**src/hdl/drive_monitor_pkg.sv**
```systemverilog
package drive_monitor_pkg;

    // Register byte offsets, one aligned word each
    localparam logic [7:0] OFF_USER_MONITOR_SELECT     = 8'h00;
    localparam logic [7:0] OFF_POWER_ON_DISPLAY_SELECT = 8'h04;
    localparam logic [7:0] OFF_INPUT_TERMINAL_STATUS   = 8'h08;
    localparam logic [7:0] OFF_OUTPUT_TERMINAL_STATUS  = 8'h0C;
    localparam logic [7:0] OFF_MONITOR_VALUE           = 8'h10;
    localparam logic [7:0] OFF_DISPLAY_STATE           = 8'h14;

    // Field widths
    localparam int USER_SEL_W   = 3;
    localparam int PON_SEL_W    = 5;
    localparam int IN_TERM_ADV  = 5;
    localparam int IN_TERM_STD  = 3;
    localparam int OUT_TERM_W   = 2;
    localparam int VALUE_W      = 16;

    // Reset values and ranges
    localparam logic [2:0] USER_SEL_RESET = 3'h0;
    localparam logic [2:0] USER_SEL_MAX   = 3'h4;
    localparam logic [4:0] PON_SEL_RESET  = 5'h00;
    localparam logic [4:0] PON_SEL_MAX    = 5'h11;

    // Power-on selector codes with special meaning
    localparam logic [4:0] PON_OUT_CURRENT = 5'h0C;
    localparam logic [4:0] PON_MOTOR_SPEED = 5'h0D;
    localparam logic [4:0] PON_DC_BUS      = 5'h0E;
    localparam logic [4:0] PON_USER_MON    = 5'h0F;
    localparam logic [4:0] PON_FAULT       = 5'h10;
    localparam logic [4:0] PON_HIDDEN      = 5'h11;

    // Second analog input clamps: 20 mA and 10 V in 0.01 units
    localparam int          ANALOG_MA_MAX   = 20;
    localparam int          ANALOG_V_MAX    = 10;
    localparam logic [15:0] CLAMP_CURRENT   = 16'(ANALOG_MA_MAX * 100);
    localparam logic [15:0] CLAMP_VOLTAGE   = 16'(ANALOG_V_MAX * 100);

    // Monitor labels shown for the user-select monitor
    typedef enum logic [2:0] {
        LABEL_VOLTAGE,
        LABEL_POWER,
        LABEL_TORQUE,
        LABEL_ANALOG_V,
        LABEL_ANALOG_2
    } monitor_label_t;

    // Display sources shown at power-up
    typedef enum logic [2:0] {
        SHOW_PARAM,
        SHOW_OUT_CURRENT,
        SHOW_MOTOR_SPEED,
        SHOW_DC_BUS,
        SHOW_USER_MON,
        SHOW_FAULT,
        SHOW_HIDDEN
    } display_src_t;

endpackage

```
**src/hdl/drive_monitor_display_select.sv**
```systemverilog
`timescale 1ns/1ps

module drive_monitor_display_select #(
    parameter int W = 16
) (
    input  wire logic         ref_clk,          // 50 MHz clock
    input  wire logic         srst,             // Sync reset, high
    input  wire logic         psel,             // APB select
    input  wire logic         penable,          // APB enable
    input  wire logic         pwrite,           // APB write
    input  wire logic [7:0]   paddr,            // APB byte address
    input  wire logic [31:0]  pwdata,           // APB write data
    output logic      [31:0]  prdata,           // APB read data
    output logic              pready,           // APB ready
    output logic              pslverr,          // APB error
    input  wire logic         advancedIo,       // Advanced-I/O variant
    input  wire logic         analogModeSwitch, // 1 = current mode
    input  wire logic [4:0]   inputTerminals,   // Input terminals 1..5
    input  wire logic         relayOn,          // Relay state
    input  wire logic         openCollectorOn,  // Open-collector state
    input  wire logic         powerUpEvent,     // Pulse: power applied
    input  wire logic [W-1:0] outVoltage,       // Output voltage
    input  wire logic [W-1:0] outPower,         // Output power
    input  wire logic [W-1:0] torqueVal,        // Torque
    input  wire logic [W-1:0] analogVoltIn,     // First analog input
    input  wire logic [W-1:0] analogSecondIn,   // Second analog input
    output logic      [W-1:0] userMonitorValue, // Monitor value, registered
    output logic      [2:0]   userMonitorLabel, // Monitor label, registered
    output logic      [2:0]   displaySource,    // Power-up display source
    output logic      [4:0]   displayParamIndex,// Basic parameter 0-11
    output logic              hiddenGroupOpen   // Hidden group opened
);

    typedef struct packed {
        logic [2:0]   userSel;
        logic [4:0]   ponSel;
        logic [4:0]   inStatus;
        logic [1:0]   outStatus;
        logic [W-1:0] monValue;
        logic [2:0]   monLabel;
        logic [2:0]   dispSrc;
        logic [4:0]   dispParam;
        logic         hidden;
        logic [31:0]  rdata;
    } state_t;

    state_t state_reg;
    state_t state_next;

    drive_monitor_pkg::monitor_label_t muxLabel;
    logic [W-1:0]  muxValue;
    logic          wrStrobe;
    logic          rdStrobe;
    logic          addrOk;
    logic [4:0]    termMask;

    // Quantity selection and clamping live in the leaf
    monitor_mux #(
        .W (W)
    ) u_mux (
        .userSel          (state_reg.userSel),
        .advancedIo       (advancedIo),
        .analogModeSwitch (analogModeSwitch),
        .outVoltage       (outVoltage),
        .outPower         (outPower),
        .torqueVal        (torqueVal),
        .analogVoltIn     (analogVoltIn),
        .analogSecondIn   (analogSecondIn),
        .monLabel         (muxLabel),
        .monValue         (muxValue)
    );

    // Zero-wait slave: access phase completes at once
    assign wrStrobe = psel && penable && pwrite;
    assign rdStrobe = psel && !penable && !pwrite;
    assign pready   = 1'b1;
    assign addrOk   = (paddr == drive_monitor_pkg::OFF_USER_MONITOR_SELECT)
                   || (paddr == drive_monitor_pkg::OFF_POWER_ON_DISPLAY_SELECT)
                   || (paddr == drive_monitor_pkg::OFF_INPUT_TERMINAL_STATUS)
                   || (paddr == drive_monitor_pkg::OFF_OUTPUT_TERMINAL_STATUS)
                   || (paddr == drive_monitor_pkg::OFF_MONITOR_VALUE)
                   || (paddr == drive_monitor_pkg::OFF_DISPLAY_STATE);
    assign pslverr  = psel && penable && !addrOk;

    // Standard variant masks terminals four and five
    assign termMask = advancedIo ? 5'h1F : 5'h07;

    // Next-state logic for every register of the block
    always_comb
    begin
        state_next = state_reg;
        // Live terminal sampling, bit 0 is terminal 1
        state_next.inStatus  = inputTerminals & termMask;
        state_next.outStatus = {openCollectorOn, relayOn};
        state_next.monValue  = muxValue;
        state_next.monLabel  = muxLabel;

        // Writes out of range are ignored to keep selectors legal
        if (wrStrobe)
        begin
            if (paddr == drive_monitor_pkg::OFF_USER_MONITOR_SELECT
                && pwdata[2:0] <= drive_monitor_pkg::USER_SEL_MAX
                && pwdata[31:3] == 29'h0)
                state_next.userSel = pwdata[2:0];
            if (paddr == drive_monitor_pkg::OFF_POWER_ON_DISPLAY_SELECT
                && pwdata[4:0] <= drive_monitor_pkg::PON_SEL_MAX
                && pwdata[31:5] == 27'h0)
                state_next.ponSel = pwdata[4:0];
        end

        // Power-up picks what the display shows first
        if (powerUpEvent)
        begin
            state_next.hidden    = 1'b0;
            state_next.dispParam = 5'h00;
            unique case (state_reg.ponSel)
                drive_monitor_pkg::PON_OUT_CURRENT:
                    state_next.dispSrc = 3'(drive_monitor_pkg::SHOW_OUT_CURRENT);
                drive_monitor_pkg::PON_MOTOR_SPEED:
                    state_next.dispSrc = 3'(drive_monitor_pkg::SHOW_MOTOR_SPEED);
                drive_monitor_pkg::PON_DC_BUS:
                    state_next.dispSrc = 3'(drive_monitor_pkg::SHOW_DC_BUS);
                drive_monitor_pkg::PON_USER_MON:
                    state_next.dispSrc = 3'(drive_monitor_pkg::SHOW_USER_MON);
                drive_monitor_pkg::PON_FAULT:
                    state_next.dispSrc = 3'(drive_monitor_pkg::SHOW_FAULT);
                drive_monitor_pkg::PON_HIDDEN:
                begin
                    state_next.dispSrc = 3'(drive_monitor_pkg::SHOW_HIDDEN);
                    state_next.hidden  = 1'b1;
                end
                default:
                begin
                    // Codes 0-11 name a basic setting parameter
                    state_next.dispSrc   = 3'(drive_monitor_pkg::SHOW_PARAM);
                    state_next.dispParam = state_reg.ponSel;
                end
            endcase
        end

        // Read data captured in setup, held through access
        if (rdStrobe)
        begin
            unique case (paddr)
                drive_monitor_pkg::OFF_USER_MONITOR_SELECT:
                    state_next.rdata = {29'h0, state_reg.userSel};
                drive_monitor_pkg::OFF_POWER_ON_DISPLAY_SELECT:
                    state_next.rdata = {27'h0, state_reg.ponSel};
                drive_monitor_pkg::OFF_INPUT_TERMINAL_STATUS:
                    state_next.rdata = {27'h0, state_reg.inStatus};
                drive_monitor_pkg::OFF_OUTPUT_TERMINAL_STATUS:
                    state_next.rdata = {30'h0, state_reg.outStatus};
                drive_monitor_pkg::OFF_MONITOR_VALUE:
                    state_next.rdata = {13'h0, state_reg.monLabel,
                                        16'(state_reg.monValue)};
                drive_monitor_pkg::OFF_DISPLAY_STATE:
                    state_next.rdata = {23'h0, state_reg.hidden,
                                        state_reg.dispParam,
                                        state_reg.dispSrc};
                default:
                    state_next.rdata = 32'h0;
            endcase
        end
    end

    // Single register stage for the whole state
    always_ff @(posedge ref_clk)
    begin
        if (srst)
        begin
            state_reg           <= '0;
            state_reg.userSel   <= drive_monitor_pkg::USER_SEL_RESET;
            state_reg.ponSel    <= drive_monitor_pkg::PON_SEL_RESET;
            state_reg.outStatus <= 2'h0;
        end
        else
        begin
            state_reg <= state_next;
        end
    end

    // Outputs straight from flip-flops
    assign prdata            = state_reg.rdata;
    assign userMonitorValue  = state_reg.monValue;
    assign userMonitorLabel  = state_reg.monLabel;
    assign displaySource     = state_reg.dispSrc;
    assign displayParamIndex = state_reg.dispParam;
    assign hiddenGroupOpen   = state_reg.hidden;

endmodule

```
**src/hdl/monitor_mux.sv**
```systemverilog
`timescale 1ns/1ps

// Picks the user-select quantity and its label; clamps the second input
module monitor_mux #(
    parameter int W = 16
) (
    input  wire logic [2:0]   userSel,        // Monitor selector
    input  wire logic         advancedIo,     // Advanced-I/O variant
    input  wire logic         analogModeSwitch, // 1 = current mode
    input  wire logic [W-1:0] outVoltage,     // Output voltage
    input  wire logic [W-1:0] outPower,       // Output power
    input  wire logic [W-1:0] torqueVal,      // Torque
    input  wire logic [W-1:0] analogVoltIn,   // First analog input
    input  wire logic [W-1:0] analogSecondIn, // Second analog input
    output drive_monitor_pkg::monitor_label_t monLabel, // Label shown
    output logic      [W-1:0] monValue        // Value shown
);

    logic [W-1:0] clampLimit;

    // Current mode tops out at 20 mA, voltage mode at 10 V
    always_comb
    begin
        clampLimit = analogModeSwitch ? W'(drive_monitor_pkg::CLAMP_CURRENT)
                                      : W'(drive_monitor_pkg::CLAMP_VOLTAGE);
        monLabel = drive_monitor_pkg::LABEL_VOLTAGE;
        monValue = outVoltage;
        unique case (userSel)
            3'h0:
            begin
                monLabel = drive_monitor_pkg::LABEL_VOLTAGE;
                monValue = outVoltage;
            end
            3'h1:
            begin
                monLabel = drive_monitor_pkg::LABEL_POWER;
                monValue = outPower;
            end
            3'h2:
            begin
                monLabel = drive_monitor_pkg::LABEL_TORQUE;
                monValue = torqueVal;
            end
            3'h3:
            begin
                monLabel = drive_monitor_pkg::LABEL_ANALOG_V;
                monValue = analogVoltIn;
            end
            3'h4:
            begin
                // Standard variant has no second input; fall back
                if (advancedIo)
                begin
                    monLabel = drive_monitor_pkg::LABEL_ANALOG_2;
                    monValue = (analogSecondIn > clampLimit) ?
                               clampLimit : analogSecondIn;
                end
            end
            default:
            begin
                monLabel = drive_monitor_pkg::LABEL_VOLTAGE;
                monValue = outVoltage;
            end
        endcase
    end

endmodule

```
**config.mk**
```make
export PLATFORM = sky130hd
export DESIGN_NAME = drive_monitor_display_select
export DESIGN_NICKNAME = d
export VERILOG_FILES = /design/src/hdl/drive_monitor_pkg.sv /design/src/hdl/drive_monitor_display_select.sv /design/src/hdl/monitor_mux.sv
export SDC_FILE = /design/constraint.sdc
export NUM_CORES = 1
export LEC_CHECK = 0
export BUFFER_PORTS_ARGS = -buffer_cell sky130_fd_sc_hd__buf_2
export CORE_ASPECT_RATIO = 1.2
export CORE_MARGIN = 1
export CORE_UTILIZATION = 51
export CTS_BUF_LIST = sky130_fd_sc_hd__clkbuf_8
export DETAILED_ROUTE_END_ITERATION = 8
export GPL_ROUTABILITY_DRIVEN = 1
export HOLD_SLACK_MARGIN = 0.1
export PLACE_DENSITY = 0.85
export SETUP_SLACK_MARGIN = 0.4
export SLEW_MARGIN = 0
export SYNTH_ARGS = -nofsm -noshare
export SYNTH_HDL_FRONTEND = slang
export SYNTH_SLANG_ARGS = --single-unit
```
**constraint.sdc**
```tcl
create_clock -name ref_clk -period 4.14 [get_ports ref_clk]
set_input_delay 0.207 -clock ref_clk [delete_from_list [all_inputs] [get_ports ref_clk]]
set_output_delay 0.207 -clock ref_clk [all_outputs]
set_load 0.1 [all_outputs]
```
==> reports/metrics.yaml <==
cts_buffer_depth: 2
p_sw_share_pct: 31.71
synth_top_cell_by_area: "dfxtp_1"
route.detailed.drc: 0
fin_crit_ns: 2.304
largest_register_ffs: 19
hold_path.startpoint: "relayOn"
fill_cells: 643
synthDistinctLibCells: 54
peakVddDrop_v: 0.0002297
num_vias: 3725
setup_tns_ns: 0
comb_power_share_pct: 21.7
postSynthAreaPerCell_sq_um: 8.460
synth-edff-count: 0
final_antenna_net_count: 0
diodes: 0
worstSkewPairLatency_ns: 0.33
crit_arrival_ns: 2.47
clock_sinks: 62
ctsHtreeMaxLevel: 3
synthTopCellsByArea: "dfxtp_1 (33%), buf_4 (12%), nor2_1 (5.4%)"
hold_class: "primary input to register"
die_h_um: 96.01
antenna_found_initial: 0
power.share.clock_pct: 32.2
core-area_sq_um: 6978
netlist_area_sq_um: 3756
track_usage_pct: 27.87
critPathRequiredTime_ns: 4.30
fin_crit_sh_pct: 55.66
tightest_slew_ns: 1.119
intPower_uw: 914.9
seq_power_share_pct: 46.1
crit_start: "state_reg[73]"
drt_pass1_iterations: 5
max_freq_mhz: 433.9
cts_buffers: 9
p_leak_nw: 2.036
synthCells: 444
place_congestion: 0.9211
setup_violations: 0
finClkSkew_ns: 0.006354
dieArea_sq_um: 7713
tritoncts: "yes"
synth.top_cell.area_share_pct: 33.04
r2r-start: "state_reg[73]"
grt_max_degree: 62
max_slew_margin_pct: 25.37
ctsHoldBuffers: 3
drtIter0Drc: 194
ys_seq_area_share_pct: 33.04
ys_seq_elements: 62
root_buffer: "clkbuf_8"
path_clk_slew_ns: 0.06
routed_wl_mm: 10.37
switching_power_uw: 424.8
layout-drive-gt1-share_pct: 38.60
synthArstFlopShare_pct: 0
grt_setup_unrepaired: "no"
grt_pass1_vias: 3420
slew_violations: 0
synth-main-ff-cell: "dfxtp_1"
cp_max_fo: 15
num_rows: 33
io_buffer_count: 182
detail_route.wl_per_cell_um: 15.78
start_util_pct: 53.83
grt_pass1_wl_mm: 16.22
hold_viol_final: 0
power.density_nw_per_um2: 300.0
outcome: "complete, no violations"
syn2layout_area_growth_pct: 18.89
dp_hpwl_mm: 8.129
worst_setup_path_end_kind: "register"
post-place-cells: 640
overflow: 0
drv_cap: 0
start_kind: "register"
ctsResizeCount: 0
fin_nets: 706
synth.most_common_cell: "dfxtp_1"
yosys_warnings: 0
io_pins: 197
critPathKind: "register to register"
yosys-top-cells-count: "dfxtp_1 (62), buf_4 (60), nor2_1 (54)"
finalNonFillerCells: 657
via_per_inst: 5.670
post_cts_buffers: 0
fp.dieW_um: 80.34
worst max-delay path: stages, from the launching register on:
cell	delay [ns]
dfxtp_1	0.42
buf_4	0.26
nor2_1	0.46
and2_0	0.40
a21oi_1	0.23
a21oi_1	0.29
nor2_1	0.07
cell usage in the layout, fill, tap and decap left out, drive strengths merged, types with 8 or more instances in the layout:
cell type	n
and2	10
conb	14
mux2	11
nor4	8
mux2i	15
o21ai	20
dfxtp	62
a31oi	8
nor2	54
a21oi	24
inv	11
buf	184
clkbuf	10
nand2	29
a22oi	22
nor2b	11
power groups by stage:
| stage | combinational (mW) | sequential (mW) | clock [mW] |
|---|---|---|---|
| 2_1_floorplan | 0.217 | 0.626 | 0 |
| 3_3_place_gp | 0.282 | 0.630 | 0 |
| 3_5_place_dp | 0.287 | 0.630 | 0 |
| 4_1_cts | 0.289 | 0.617 | 0.439 |
| 5_1_grt | 0.308 | 0.618 | 0.463 |
| 6_report | 0.291 | 0.617 | 0.432 |
through the flow:
| step | util (%) | power [mW] | worst slack [ns] | hold WS (ns) | area [sq um] |
|---|---|---|---|---|---|
| CTS | 64.00 | 1.346 | 1.836 | 0.1033 | 4466 |
| finish | 64.00 | 1.340 | 1.836 | 0.1132 | 4466 |
| detailed placement | 61.34 | 0.9167 | 1.882 | 0.4219 | 4280 |
| global placement | 61.34 | 0.9119 | 1.966 | 0.4221 | 4280 |
| floorplan | - | 0.8433 | 1.880 | 0.3287 | 3801 |
| global route | 64.00 | 1.389 | 1.584 | 0.1103 | 4466 |
final timing paths:
kind                                             end  slack (ns)  cells after the start
worst max-delay path            userMonitorValue[15]        1.84                      6
worst min-delay path                   state_reg[60]        0.11                      2
worst max register to register  userMonitorValue[15]        1.84                      6
worst min register to register  displayParamIndex[4]        0.48                      2
kinds of logic after synthesis:
kind of cell	share of synthesized area (%)
flip-flops	33.04
other	0.1999
adder cells (fa/ha/maj)	1.599
AO/OA/AOI/OAI	16.92
AND/OR/NAND/NOR	20.72
XOR/XNOR	0.2332
multiplexers	11.49
buffers and inverters	15.79
area by class of cell:
| type | count | area [sq um] | area share, % |
|---|---|---|---|
| Timing Repair Buffer | 187 | 955.9 | 21.41 |
| Tap cell | 87 | 108.9 | 2.438 |
| Multi-Input combinational cell | 297 | 1967 | 44.05 |
| Clock inverter | 4 | 17.52 | 0.3923 |
| Inverter | 10 | 37.54 | 0.8406 |
| Clock buffer | 10 | 137.6 | 3.082 |
| Sequential cell | 62 | 1241 | 27.79 |
routing by layer:
layer	vias up	GRT usage (%)	wire, um
met5	-	0	0
met4	0	14.88	393
met3	40	5.972	667
met2	206	48.59	5258
met1	1724	31.60	4046
li1	1755	-	-
(Power assumes the default switching activity.)
